[config.mk]
export PLATFORM = sky130hd
export DESIGN_NAME = fem_top
export DESIGN_NICKNAME = d
export VERILOG_FILES = /design/src/rtl/fem_pkg.sv /design/src/rtl/fem_flag8.sv /design/src/rtl/fem_top.sv
export VERILOG_INCLUDE_DIRS = /design/src /design/src/rtl
export SDC_FILE = /design/constraint.sdc
export NUM_CORES = 1
export LEC_CHECK = 0
export BUFFER_PORTS_ARGS = -buffer_cell sky130_fd_sc_hd__buf_2
export CAP_MARGIN = 15
export CORE_ASPECT_RATIO = 2
export CORE_MARGIN = 5
export CORE_UTILIZATION = 58
export DETAILED_ROUTE_END_ITERATION = 7
export HOLD_SLACK_MARGIN = 0.15
export PLACE_DENSITY = 0.86
export SETUP_SLACK_MARGIN = 0.2
export SKIP_LAST_GASP = 1
export SYNTH_ARGS = -nofsm -noshare
export SYNTH_HDL_FRONTEND = slang
export SYNTH_HIERARCHICAL = 1
export SYNTH_SLANG_ARGS = --single-unit
export TNS_END_PERCENT = 50
[constraint.sdc]
create_clock -name CLOCK_I -period 3.6 [get_ports CLOCK_I]
set_input_delay 0.36 -clock CLOCK_I [delete_from_list [all_inputs] [get_ports CLOCK_I]]
set_output_delay 0.36 -clock CLOCK_I [all_outputs]
set_load 0.01 [all_outputs]
[src/rtl/fem_map.svh]
// register offsets, reset values and bit layouts of the fault event block
// assumes offsets are register indices; the bus byte address is index * 4
`ifndef FEM_MAP_SVH
`define FEM_MAP_SVH

// register indices
`define FEM_OFS_MASK_LIM   8'h3B
`define FEM_OFS_MASK_GAIN  8'h3C
`define FEM_OFS_MASK_CB    8'h3D
`define FEM_OFS_MASK_TS    8'h40
`define FEM_OFS_MASK_PL    8'h41
`define FEM_OFS_LIVE_LF    8'h42
`define FEM_OFS_LIVE_CG    8'h43
`define FEM_OFS_LIVE_CB    8'h44
`define FEM_OFS_LIVE_TS    8'h47
`define FEM_OFS_LIVE_PL    8'h48
`define FEM_OFS_LTCH_LF    8'h49
`define FEM_OFS_LTCH_CG    8'h4A
`define FEM_OFS_LTCH_CB    8'h4B
`define FEM_OFS_LTCH_TS    8'h4F
`define FEM_OFS_LTCH_PL    8'h50
`define FEM_OFS_LTCH_TYPE  8'h51

// reset values of the mask registers
`define FEM_RST_MASK_CB    8'hDF
`define FEM_RST_MASK_TS    8'hF6
`define FEM_RST_MASK_PL    8'h00

// implemented bits of each live and latched register
`define FEM_BITS_FULL      8'hFF
`define FEM_BITS_LIVE_CG   8'h45
`define FEM_BITS_LTCH_CG   8'h41
`define FEM_BITS_CB        8'hA0

// bits that imply shutdown in each live register
`define FEM_SHDN_LF        8'h07
`define FEM_SHDN_CG        8'h40
`define FEM_SHDN_CB        8'hA0
`define FEM_SHDN_TS        8'h0F
`define FEM_SHDN_PL        8'h80

// field positions used outside the byte-wide paths
`define FEM_BIT_AUDIO_CLK  2
`define FEM_BIT_CRC        6
`define FEM_BIT_GAIN_LIM   0
`define FEM_TYPE_W         3

`endif

[src/rtl/fem_pkg.sv]
// types shared by the fault event block
// assumes fem_map.svh carries all numeric constants
package fem_pkg;

    typedef logic [7:0] fem_byte_t;

    // one group of live fault and event conditions, implemented bits only, grouped by register
    typedef struct packed {
        // limiter and fault group
        logic brownout_mute_live;
        logic brownout_hold_live;
        logic limiter_max_atten_live;
        logic below_inflection_live;
        logic limiter_active_live;
        logic audio_clock_error_live;
        logic overcurrent_live;
        logic overtemperature_live;
        // crc and gate group
        logic fuse_memory_crc_live;
        logic noise_gate_active_live;
        logic gain_limiter_live;
        // clock and battery group
        logic derived_clock_error_live;
        logic battery_undervoltage_live;
        // thermal and supply group
        logic [3:0] temp_over_live;   // 105,115,125,135 from msb
        logic regulator_undervoltage_live;
        logic regulator_overvoltage_live;
        logic regulator_overload_live;
        logic power_stage_undervoltage_live;
        // protection level group
        logic thermal_threshold_two_live;
        logic thermal_threshold_one_live;
        logic supply_difference_live;
        logic brownout_active_live;
        logic [3:0] brownout_level_live; // level 3 at msb
    } fem_cond_s;

    // register indices as seen by the bus decoder
    typedef logic [7:0] fem_index_t;

endpackage

[src/rtl/fem_flag8.sv]
// one live status byte with its latched companion
// assumes cond_i is synchronous to clk_i; clr_i is a one-cycle pulse
`timescale 1ns/1ns
module fem_flag8
    import fem_pkg::*;
#(
    parameter fem_byte_t LIVE_BITS  = 8'hFF,
    parameter fem_byte_t LATCH_BITS = 8'hFF
) (
    // clock and reset
    input  wire logic      clk_i,
    input  wire logic      arst_n_i,
    // condition in and read-clear strobe
    input  wire fem_byte_t cond_i,
    input  wire logic      clr_i,
    // status out
    output fem_byte_t      live_o,
    output fem_byte_t      latch_o
);

    fem_byte_t live;
    fem_byte_t latch;
    fem_byte_t next_live;
    fem_byte_t next_latch;

    // live follows the condition; latch holds until read, set beats clear
    always_comb begin
        next_live  = cond_i & LIVE_BITS;
        next_latch = clr_i ? 8'h00 : latch;
        next_latch = next_latch | (cond_i & LATCH_BITS);
    end

    // reset leaves every bit clear
    always_ff @(posedge clk_i or negedge arst_n_i) begin
        if (!arst_n_i) begin
            live  <= 8'h00;
            latch <= 8'h00;
        end else begin
            live  <= next_live;
            latch <= next_latch;
        end
    end

    assign live_o  = live;
    assign latch_o = latch;

endmodule

[src/rtl/fem_top.sv]
// fault event masks, live status and latched status behind Avalon-MM
// assumes ADDRESS_I is a word index; conditions are synchronous levels
`timescale 1ns/1ns
`include "fem_map.svh"
module fem_top
    import fem_pkg::*;
(
    // clock and reset
    input  wire logic        CLOCK_I,
    input  wire logic        ARST_N_I,
    // avalon-mm slave
    input  wire logic [7:0]  ADDRESS_I,
    input  wire logic        READ_I,
    input  wire logic        WRITE_I,
    input  wire logic [31:0] WRITEDATA_I,
    input  wire logic [3:0]  BYTEENABLE_I,
    output logic [31:0]      READDATA_O,
    output logic             WAITREQUEST_O,
    // fault and event conditions
    input  wire fem_cond_s   COND_I,
    input  wire logic [2:0]  CLK_ERR_TYPE_I,
    // masks held by the lower mask registers elsewhere
    input  wire logic [7:0]  MASK_LIM_I,
    input  wire logic [7:0]  MASK_GAIN_I,
    // results
    output logic             IRQ_O,
    output logic             SHUTDOWN_O
);

    ////////////////////////////////////////////////////////////////////////
    // condition bytes in register bit order

    fem_byte_t cond_lf;
    fem_byte_t cond_cg;
    fem_byte_t cond_cb;
    fem_byte_t cond_ts;
    fem_byte_t cond_pl;

    // pack each group the way software sees it
    always_comb begin
        cond_lf = {COND_I.brownout_mute_live,
                   COND_I.brownout_hold_live,
                   COND_I.limiter_max_atten_live,
                   COND_I.below_inflection_live,
                   COND_I.limiter_active_live,
                   COND_I.audio_clock_error_live,
                   COND_I.overcurrent_live,
                   COND_I.overtemperature_live};
        cond_cg = {1'b0, COND_I.fuse_memory_crc_live,
                   3'h0, COND_I.noise_gate_active_live,
                   1'b0, COND_I.gain_limiter_live};
        cond_cb = {COND_I.derived_clock_error_live, 1'b0,
                   COND_I.battery_undervoltage_live, 5'h00};
        cond_ts = {COND_I.temp_over_live,
                   COND_I.regulator_undervoltage_live,
                   COND_I.regulator_overvoltage_live,
                   COND_I.regulator_overload_live,
                   COND_I.power_stage_undervoltage_live};
        cond_pl = {COND_I.thermal_threshold_two_live,
                   COND_I.thermal_threshold_one_live,
                   COND_I.supply_difference_live,
                   COND_I.brownout_active_live,
                   COND_I.brownout_level_live};
    end

    ////////////////////////////////////////////////////////////////////////
    // bus handshake: every access takes exactly two cycles

    logic      ack;
    logic      next_ack;
    logic      req;
    logic      wr_take;
    logic      rd_take;
    fem_index_t idx;

    assign req     = READ_I | WRITE_I;
    assign idx     = ADDRESS_I;
    assign wr_take = WRITE_I & ack & BYTEENABLE_I[0];
    // latched bytes clear on the edge that captures the read data, so an
    // event arriving while the read waits is kept for the next read
    assign rd_take = READ_I & ~ack;

    // one wait cycle gives the read mux a flop stage to settle into
    always_comb begin
        next_ack = req & ~ack;
    end

    always_ff @(posedge CLOCK_I or negedge ARST_N_I) begin
        if (!ARST_N_I) begin
            ack <= 1'b0;
        end else begin
            ack <= next_ack;
        end
    end

    assign WAITREQUEST_O = req & ~ack;

    ////////////////////////////////////////////////////////////////////////
    // mask registers

    fem_byte_t mask_cb;
    fem_byte_t mask_ts;
    fem_byte_t mask_pl;
    fem_byte_t next_mask_cb;
    fem_byte_t next_mask_ts;
    fem_byte_t next_mask_pl;

    // writes land on the edge where waitrequest is low; lane 0 only
    always_comb begin
        next_mask_cb = mask_cb;
        next_mask_ts = mask_ts;
        next_mask_pl = mask_pl;
        if (wr_take) begin
            case (idx)
                `FEM_OFS_MASK_CB: next_mask_cb = WRITEDATA_I[7:0];
                `FEM_OFS_MASK_TS: next_mask_ts = WRITEDATA_I[7:0];
                `FEM_OFS_MASK_PL: next_mask_pl = WRITEDATA_I[7:0];
                default: ;
            endcase
        end
    end

    always_ff @(posedge CLOCK_I or negedge ARST_N_I) begin
        if (!ARST_N_I) begin
            mask_cb <= `FEM_RST_MASK_CB;
            mask_ts <= `FEM_RST_MASK_TS;
            mask_pl <= `FEM_RST_MASK_PL;
        end else begin
            mask_cb <= next_mask_cb;
            mask_ts <= next_mask_ts;
            mask_pl <= next_mask_pl;
        end
    end

    ////////////////////////////////////////////////////////////////////////
    // live and latched status, one instance per register pair

    fem_byte_t live_lf;
    fem_byte_t live_cg;
    fem_byte_t live_cb;
    fem_byte_t live_ts;
    fem_byte_t live_pl;
    fem_byte_t ltch_lf;
    fem_byte_t ltch_cg;
    fem_byte_t ltch_cb;
    fem_byte_t ltch_ts;
    fem_byte_t ltch_pl;

    fem_flag8 #(
        .LIVE_BITS  (`FEM_BITS_FULL),
        .LATCH_BITS (`FEM_BITS_FULL)
    ) u_lf (
        .clk_i    (CLOCK_I),
        .arst_n_i (ARST_N_I),
        .cond_i   (cond_lf),
        .clr_i    (rd_take && idx == `FEM_OFS_LTCH_LF),
        .live_o   (live_lf),
        .latch_o  (ltch_lf)
    );

    fem_flag8 #(
        .LIVE_BITS  (`FEM_BITS_LIVE_CG),
        .LATCH_BITS (`FEM_BITS_LTCH_CG)
    ) u_cg (
        .clk_i    (CLOCK_I),
        .arst_n_i (ARST_N_I),
        .cond_i   (cond_cg),
        .clr_i    (rd_take && idx == `FEM_OFS_LTCH_CG),
        .live_o   (live_cg),
        .latch_o  (ltch_cg)
    );

    fem_flag8 #(
        .LIVE_BITS  (`FEM_BITS_CB),
        .LATCH_BITS (`FEM_BITS_CB)
    ) u_cb (
        .clk_i    (CLOCK_I),
        .arst_n_i (ARST_N_I),
        .cond_i   (cond_cb),
        .clr_i    (rd_take && idx == `FEM_OFS_LTCH_CB),
        .live_o   (live_cb),
        .latch_o  (ltch_cb)
    );

    fem_flag8 #(
        .LIVE_BITS  (`FEM_BITS_FULL),
        .LATCH_BITS (`FEM_BITS_FULL)
    ) u_ts (
        .clk_i    (CLOCK_I),
        .arst_n_i (ARST_N_I),
        .cond_i   (cond_ts),
        .clr_i    (rd_take && idx == `FEM_OFS_LTCH_TS),
        .live_o   (live_ts),
        .latch_o  (ltch_ts)
    );

    fem_flag8 #(
        .LIVE_BITS  (`FEM_BITS_FULL),
        .LATCH_BITS (`FEM_BITS_FULL)
    ) u_pl (
        .clk_i    (CLOCK_I),
        .arst_n_i (ARST_N_I),
        .cond_i   (cond_pl),
        .clr_i    (rd_take && idx == `FEM_OFS_LTCH_PL),
        .live_o   (live_pl),
        .latch_o  (ltch_pl)
    );

    ////////////////////////////////////////////////////////////////////////
    // audio clock error type, caught while the error is present

    logic [`FEM_TYPE_W-1:0] clk_type;
    logic [`FEM_TYPE_W-1:0] next_clk_type;

    // a read clears it, but a type seen in the same cycle survives
    always_comb begin
        next_clk_type = clk_type;
        if (rd_take && idx == `FEM_OFS_LTCH_TYPE) begin
            next_clk_type = '0;
        end
        if (cond_lf[`FEM_BIT_AUDIO_CLK]) begin
            next_clk_type = next_clk_type | CLK_ERR_TYPE_I;
        end
    end

    always_ff @(posedge CLOCK_I or negedge ARST_N_I) begin
        if (!ARST_N_I) begin
            clk_type <= '0;
        end else begin
            clk_type <= next_clk_type;
        end
    end

    ////////////////////////////////////////////////////////////////////////
    // interrupt and shutdown summaries

    fem_byte_t mask_cg;
    logic      next_irq;
    logic      irq;
    logic      next_shdn;
    logic      shdn;

    // crc error has no mask bit, so it always reaches the interrupt
    always_comb begin
        mask_cg = 8'hFF;
        mask_cg[`FEM_BIT_CRC]      = 1'b0;
        mask_cg[`FEM_BIT_GAIN_LIM] = MASK_GAIN_I[`FEM_BIT_GAIN_LIM];
        next_irq = |(ltch_lf & ~MASK_LIM_I)
                 | |(ltch_cg & ~mask_cg)
                 | |(ltch_cb & ~mask_cb)
                 | |(ltch_ts & ~mask_ts)
                 | |(ltch_pl & ~mask_pl);
        next_shdn = |(live_lf & `FEM_SHDN_LF)
                  | |(live_cg & `FEM_SHDN_CG)
                  | |(live_cb & `FEM_SHDN_CB)
                  | |(live_ts & `FEM_SHDN_TS)
                  | |(live_pl & `FEM_SHDN_PL);
    end

    always_ff @(posedge CLOCK_I or negedge ARST_N_I) begin
        if (!ARST_N_I) begin
            irq  <= 1'b0;
            shdn <= 1'b0;
        end else begin
            irq  <= next_irq;
            shdn <= next_shdn;
        end
    end

    assign IRQ_O      = irq;
    assign SHUTDOWN_O = shdn;

    ////////////////////////////////////////////////////////////////////////
    // read data, registered during the wait cycle

    fem_byte_t rd_byte;
    logic [31:0] rdata;
    logic [31:0] next_rdata;

    // unmapped indices and upper lanes read as zero
    always_comb begin
        case (idx)
            `FEM_OFS_MASK_CB:   rd_byte = mask_cb;
            `FEM_OFS_MASK_TS:   rd_byte = mask_ts;
            `FEM_OFS_MASK_PL:   rd_byte = mask_pl;
            `FEM_OFS_LIVE_LF:   rd_byte = live_lf;
            `FEM_OFS_LIVE_CG:   rd_byte = live_cg;
            `FEM_OFS_LIVE_CB:   rd_byte = live_cb;
            `FEM_OFS_LIVE_TS:   rd_byte = live_ts;
            `FEM_OFS_LIVE_PL:   rd_byte = live_pl;
            `FEM_OFS_LTCH_LF:   rd_byte = ltch_lf;
            `FEM_OFS_LTCH_CG:   rd_byte = ltch_cg;
            `FEM_OFS_LTCH_CB:   rd_byte = ltch_cb;
            `FEM_OFS_LTCH_TS:   rd_byte = ltch_ts;
            `FEM_OFS_LTCH_PL:   rd_byte = ltch_pl;
            `FEM_OFS_LTCH_TYPE: rd_byte = {5'h00, clk_type};
            default:            rd_byte = 8'h00;
        endcase
        next_rdata = rdata;
        if (READ_I && !ack) begin
            next_rdata = {24'h000000, rd_byte};
        end
    end

    always_ff @(posedge CLOCK_I or negedge ARST_N_I) begin
        if (!ARST_N_I) begin
            rdata <= 32'h00000000;
        end else begin
            rdata <= next_rdata;
        end
    end

    assign READDATA_O = rdata;

endmodule

Word level (Yosys, flattened, before mapping)
Cells that the tools add are included.

Register bits: 107. Input bits: 96. Output and inout bits: 35. Logic and storage cells: 89.

Equal/unequal tests: 14. Multiplexer cells: 8. Bitwise operators: 30. Reduce and logical (&&, ||, !) cells: 19.

Operator list (number): $pmux 8 s14 (1); $eq 8x7->1 const B (13); $and 8x8->8 (5); $mux 8 (5); $not 8->8 (5); $reduce_or 8->1 (5); $or 8x8->8 (4); $or 1x1->1 (9); $eq 8x6->1 const B (1); $or 8x7->8 (1); $logic_and 1x1->1 (7); $mux 3 (2); $reduce_and 2->1 (3); $and 1x1->1 (4); $reduce_or 4->1 (1); $or 3x3->3 (1); $reduce_or 3->1 (1); $reduce_or 2->1 (1); $logic_not 1->1 (1); $not 1->1 (1).

Logic depth before layout (Yosys ltp)
Gate-level depths: netlist (run 1).

Depth in word-level cells: 7. Depth in mapped cells: 7. Mapped depth without buffers: 5.

Cells and area by module
The synthesis (run 1) kept the hierarchy.

Modules (own cells, without submodules): fem_top (instances 1, cells each 355, area an instance 3309.4 um2, seq. area each 967.2 um2); fem_flag8 at u_lf ... (instances 3, cells each 25, area an instance 464.2 um2, seq. area each 400.4 um2); fem_flag8 at u_cg (instances 1, cells each 20, area an instance 230.2 um2, seq. area each 125.1 um2); fem_flag8 at u_cb (instances 1, cells each 20, area an instance 212.7 um2, seq. area each 100.1 um2).

Worst setup path after synthesis (run 1)
No wires, ideal clock.

Kind: input-to-reg. Start: input port ADDRESS_I[7]. End: register mask_ts[0]. Library setup time: 125 ps. Data arrival time: 1579 ps. Data required time: 3475 ps. Path slack: 1896 ps. Stages: 6. Buffers on the path: 2. Cell sequence: nor4b_4 -> and2_1 -> buf_6 -> buf_12 -> nand3_4 -> mux2_4.

Word-level cells in the longest chain between the ends: 2.

Ends and longest elaborated chain: start, declared (RTL line fem_top.sv:12) `input wire logic [7:0] ADDRESS_I,`; $eq 8x7->1 (RTL line fem_top.sv:114) `case (idx)`; $reduce_and 2->1 (no line); end signal, assigned (RTL line fem_top.sv:126) `` mask_ts <= `FEM_RST_MASK_TS; ``; end signal, assigned (RTL line fem_top.sv:130) `mask_ts <= next_mask_ts;`; end, declared (RTL line fem_top.sv:102) `fem_byte_t mask_ts;`.

Every way passes these cells. A chain may end at the register's enable or synchronous reset.

Worst setup path in the final report (run 1)
Start: input port ADDRESS_I[0]. End: register mask_cb[5].

Word-level cells in the longest chain between the ends: 2.

Ends and longest elaborated chain: $eq 8x6->1 (RTL line fem_top.sv:114); $reduce_and 2->1 (no line); end signal, assigned (RTL line fem_top.sv:125) `` mask_cb <= `FEM_RST_MASK_CB; ``; end signal, assigned (RTL line fem_top.sv:129) `mask_cb <= next_mask_cb;`; end, declared (RTL line fem_top.sv:101) `fem_byte_t mask_cb;`.

Every way passes these cells.

==> results of run 1 <==
-- worst max-delay path, cell delays in order --
cell and delay [ns]:
buf_2 0.62, nor2b_1 0.21, buf_4 0.20, and4_1 0.26
and2_1 0.42, mux2_1 0.36
-- power breakdown --
group | switching [mW] | internal, mW | leakage [nW]
clock | 0.428 | 0.473 | 0.137
sequential | 0.0158 | 1.09 | 1.04
combinational | 0.141 | 0.0899 | 1.48
-- cell usage in the layout, fill, tap and decap left out, drive strengths merged, types with 16 or more instances in the layout --
| cell | instances |
|---|---|
| a32oi | 18 |
| o22ai | 16 |
| dlygate4sd3 | 29 |
| conb | 47 |
| dfrtp | 82 |
| a21o | 29 |
| mux2 | 28 |
| buf | 80 |
| inv | 43 |
| nand2 | 28 |
-- logic make-up (layout without fill, tap and decap cells) --
logic type | count (synthesis) | count (layout) | synth area share [%]
AND/OR/NAND/NOR | 101 | 101 | 12.33
other | 3 | 47 | 0.2189
flip-flops | 95 | 95 | 46.52
adder cells (fa/ha/maj) | 1 | 1 | 0.1946
buffers and inverters | 112 | 166 | 13.84
multiplexers | 38 | 38 | 8.901
AO/OA/AOI/OAI | 120 | 120 | 18.00
-- state kept, by name, indices dropped and copies added, names as in the netlist --
| register | flops |
|---|---|
| READDATA_O | 8 |
| mask_cb | 8 |
| mask_pl | 8 |
| mask_ts | 8 |
| u_lf/latch_o | 8 |
| u_lf/live_o | 8 |
| u_pl/latch_o | 8 |
| u_pl/live_o | 8 |
| u_ts/latch_o | 8 |
| u_ts/live_o | 8 |
| clk_type | 3 |
| u_cg/live_o | 3 |
| u_cb/latch_o | 2 |
| u_cb/live_o | 2 |
| u_cg/latch_o | 2 |
| IRQ_O | 1 |
| SHUTDOWN_O | 1 |
| ack | 1 |
-- layout make-up --
type,count,area (µm²),area share (%)
clock inverters,6,45.04,0.7681
clock buffers,10,229.0,3.904
multi-input cells,307,2205,37.59
well taps,100,125.1,2.134
inverters,41,153.9,2.624
repair buffers,109,713.2,12.16
flip-flops and latches,95,2394,40.82
-- per-stage QoR --
stage,area [µm²],hold WS (ns)
3_3_place_gp,5300,0.3268
5_1_grt,5864,0.1903
2_1_floorplan,5310,0.06441
6_report,5864,0.1887
3_5_place_dp,5300,0.3280
4_1_cts,5864,0.1857
-- routing by layer --
metal  GRT usage [%]  part of all wire [%]  vias to the layer above  wire, µm
li1                -                     -                     1808         -
met1           31.93                    34                     1999      5291
met2           48.73                    49                      282      7613
met3           4.672                   8.3                       79      1279
met4           23.59                   8.2                        0      1273
met5               0                     0                        -         0
-- final timing paths --
| path | slack (ns) | start | to |
|---|---|---|---|
| setup reg to reg | 1.64 | ack$_DFF_PN0_ | u_pl/latch_o[4]$_DFF_PN0_ |
| hold / removal | 0.19 | COND_I[23] | u_lf/live_o[2]$_DFF_PN0_ |
| min in group asynchronous | 0.49 | ARST_N_I | u_lf/latch_o[4]$_DFF_PN0_ |
| setup / recovery | 1.41 | ADDRESS_I[0] | mask_cb[5]$_DFFE_PN0P_ |
| hold reg to reg | 0.45 | ack$_DFF_PN0_ | ack$_DFF_PN0_ |
| max in group asynchronous | 2.32 | ARST_N_I | u_cg/live_o[0]$_DFF_PN0_ |
==> flow_summary.ini, run 1 <==
[yosys]
yosysWarnings = 6
ys.flop_type = dfrtp_1
synthCells = 470
avgSynthCellArea_um2 = 10.95
synth_common_cells = dfrtp_1 (82), buf_4 (49), inv_1 (38)
synthArstFlopShare_pct = 100.0
synth_edf_count = 0
synth_top_area_share_pct = 39.88
synth_top_cell_by_area = dfrtp_1
yosysMostFrequentCell = dfrtp_1
ys_types = 71
ys_ff_latch = 95
syn_area_um2 = 5145
seq_area_frac_synth_pct = 46.52
yosys-top-cells-area = dfrtp_1 (40%), buf_4 (7.1%), dfstp_2 (6.6%)

[placed_design]
dp_hpwl_um = 11220
gp_congestion = 0.9987
dp.cells = 623
io_buffers = 72
pre_cts_slack_ns = 1.100

[power_and_ir_drop]
p_per_area_nw_per_um2 = 381.9
p_total_mw = 2.239
power_leakage_nw = 2.652
ir_worst_vdd_uv = 343.0

[final_layout]
n_fill_cell = 658
syn2layout_area_growth_pct = 13.98
nets = 659
diodes = 0
fin_util_pct = 67.81
layout-drive-gt1-share_pct = 26.06
fin_cells = 668

[sta]
max_freq_mhz = 455.8
finalHoldViolCount = 0
setup_viol_count_final = 0
fin_tns_setup_ns = 0
min_period_ns = 2.194
slew_headroom_pct = 35.42
rsz0062_at_grt = false
final_max_slew_viol_count = 0
fin_skew_ns = 0.009221
tightest_slew_ns = 0.9687
post-route-period-util_pct = 60.95
fin_ws_ns = 1.406

[routing]
remaining_drc_errors = 0
viasPerCell = 6.240
drt-initial-drc-count = 420
post_drt_wl_per_cell_um = 23.14
first_pass_iters = 5
totalWireLength_um = 15460
vias = 4168
drtAntennaViolNets = 0

[run]
maxCapViolCount = 0

[clocking]
clockBufferDepth = 2
post_cts.resized_instances = 0
clk_pin_slew_worst_paths_ns = 0.07
cts_setup_buffers = 0
cts_hold_buffers = 29
cts-root-buf = clkbuf_16
cts_tree = built
htree_num_levels = 3
clock_sinks = 95
clkLatencyLatePin_ns = 0.36
cts_made_buffers = 9

[critical_path]
path_class = input pin to flop
reg2reg_depth = 4
cp_max_fo = 38
startpoint_type = input pin
crit_arrival_ns = 2.43
end_kind = flop
required_ns = 3.83

[die]
start_util_pct = 59.49
dieArea_um2 = 10970
die_h_um = 143.2
dieWidth_um = 76.60
coreArea_um2 = 8648
num_rows = 48
ios = 131

[grt]
antenna_found_initial = 0
grt_pass1_wl_um = 23820
grt_pass1_vias = 4363
grt_overflow = 0
grt_usage_pct = 28.99
grt_max_degree = 42

[outcome]
status = finished, final reports clean

[hold_path]
hold_depth = 1
worstHoldPathType = input pin to flop
(Power assumes the default switching activity.)
==> run 2, diff against run 1 <==
CORE_UTILIZATION = 54   (was 58)
PLACE_DENSITY = 0.81   (was 0.86)
clock period = 2.19 ns   (was 3.6 ns; I/O delays follow)
==> run 2 against run 1 <==
  * Non-clock buffer count increased by 26
  * Core utilization decreased by 1.8 points
  * Routed wire length increased by 5.2%
  * Global-route usage decreased by 0.18 points
  * Hold slack got worse by 0.030 ns
  * Combinational power increased by 81%
  * Register-to-register slack got worse by 1.1 ns
  * Clock-buffer cell count increased by 3
==> flow_summary.ini, run 2 (synthesized netlist as in run 1, its figures left out) <==
[outcome]
status = finished, final reports clean

[power_and_ir_drop]
p_total_mw = 3.817
ir_worst_vdd_uv = 605.8
p_per_area_nw_per_um2 = 620.3
power_leakage_nw = 2.786

[critical_path]
cp_max_fo = 8
required_ns = 2.41
rrSetupSlack_ns = 0.54
r2r-start = mask_ts[1]$_DFFE_PN1P_
startpoint_type = input pin
reg2reg_depth = 4
path_class = input pin to flop
end_kind = flop
crit_arrival_ns = 1.95
worstReg2RegEnd = IRQ_O$_DFF_PN0_

[placed_design]
dp_hpwl_um = 11970
io_buffers = 72
dp.cells = 641
gp_congestion = 1.011
pre_cts_slack_ns = 0.1332

[sta]
max_freq_mhz = 576.4
min_period_ns = 1.735
final_max_slew_viol_count = 0
rsz0062_at_grt = false
fin_tns_setup_ns = 0
finalHoldViolCount = 0
post-route-period-util_pct = 79.22
fin_skew_ns = 0.009281
fin_ws_ns = 0.4551
tightest_slew_ns = 0.5390
slew_headroom_pct = 64.07
setup_viol_count_final = 0

[clocking]
cts_made_buffers = 9
clkLatencyLatePin_ns = 0.34
clk_pin_slew_worst_paths_ns = 0.07
cts_setup_buffers = 0
clockBufferDepth = 2
clock_sinks = 95
cts_tree = built
cts_hold_buffers = 41
htree_num_levels = 3
cts-root-buf = clkbuf_16
post_cts.resized_instances = 0

[grt]
grt_pass1_vias = 4346
grt_usage_pct = 28.81
grt_overflow = 0
grt_max_degree = 39
grt_pass1_wl_um = 24780
antenna_found_initial = 0

[routing]
drtAntennaViolNets = 0
remaining_drc_errors = 0
post_drt_wl_per_cell_um = 23.29
viasPerCell = 6.033
drt-initial-drc-count = 432
vias = 4211
first_pass_iters = 7
totalWireLength_um = 16260

[die]
die_h_um = 148.0
num_rows = 50
start_util_pct = 55.19
coreArea_um2 = 9321
ios = 131
dieWidth_um = 79.02
dieArea_um2 = 11700

[hold_path]
worstHoldPathType = input pin to flop
hold_depth = 3
holdPathEnd = ack$_DFF_PN0_
hold_start = READ_I

[final_layout]
n_fill_cell = 745
layout_common_cells = dfrtp_1 (82), buf_2 (71), conb_1 (47), dlygate4sd3_1 (41), inv_1 (38)
layout-drive-gt1-share_pct = 26.94
fin_util_pct = 66.01
fin_cells = 698
seqCellArea_um2 = 2394
diodes = 0
layout_commonest_cell = dfrtp_1
syn2layout_area_growth_pct = 19.60
nets = 685
multi_input_area_um2 = 2205

[run]
maxCapViolCount = 0
## run 2: layout make-up
class / count / share of cell area (%)
repair buffers: 135 / 15.86
flip-flops and latches: 95 / 38.90
clock inverters: 3 / 0.7320
multi-input cells: 307 / 35.83
well taps: 104 / 2.115
inverters: 41 / 2.501
clock buffers: 13 / 4.067
## run 2: report_power, final
part	internal (mW)	switching (mW)
clock network	0.918	0.656
registers	1.80	0.0288
logic	0.179	0.239
## run 2: stage by stage
| step | instance area (µm²) | hold WS [ns] |
|---|---|---|
| after floorplan | 5310 | -0.07659 |
| after global placement | 5448 | 0.2180 |
| after detailed placement | 5448 | 0.2173 |
| after CTS | 6153 | 0.1525 |
| after global routing | 6153 | 0.1614 |
| final | 6153 | 0.1585 |
## run 2: per-layer routing
metal	global-route usage, %	share of wire (%)
met3	4.512	5.4
met5	0	0
met1	31.89	36
met2	52.15	53
met4	14.37	5.1
## run 2: worst max path at each step
stage / start / end / slack [ns] / cells after the start
after CTS: ADDRESS_I[2] / mask_pl[1]$_DFFE_PN0P_ / 0.45 / 5
final: WRITE_I / mask_cb[5]$_DFFE_PN0P_ / 0.46 / 5
after global routing: ADDRESS_I[2] / READDATA_O[5]$_DFFE_PN0N_ / 0.36 / 7
after floorplan: ADDRESS_I[7] / mask_ts[0]$_DFFE_PN0P_ / 0.63 / 6
after detailed placement: ADDRESS_I[2] / mask_pl[2]$_DFFE_PN0P_ / 0.13 / 5
after global placement: ADDRESS_I[2] / mask_pl[4]$_DFFE_PN0P_ / 0.18 / 5
## run 2: critical path, stage by stage
cell	delay (ns)
dlygate4sd3_1	0.52
buf_2	0.11
and3_1	0.31
and2_1	0.43
mux2_1	0.36
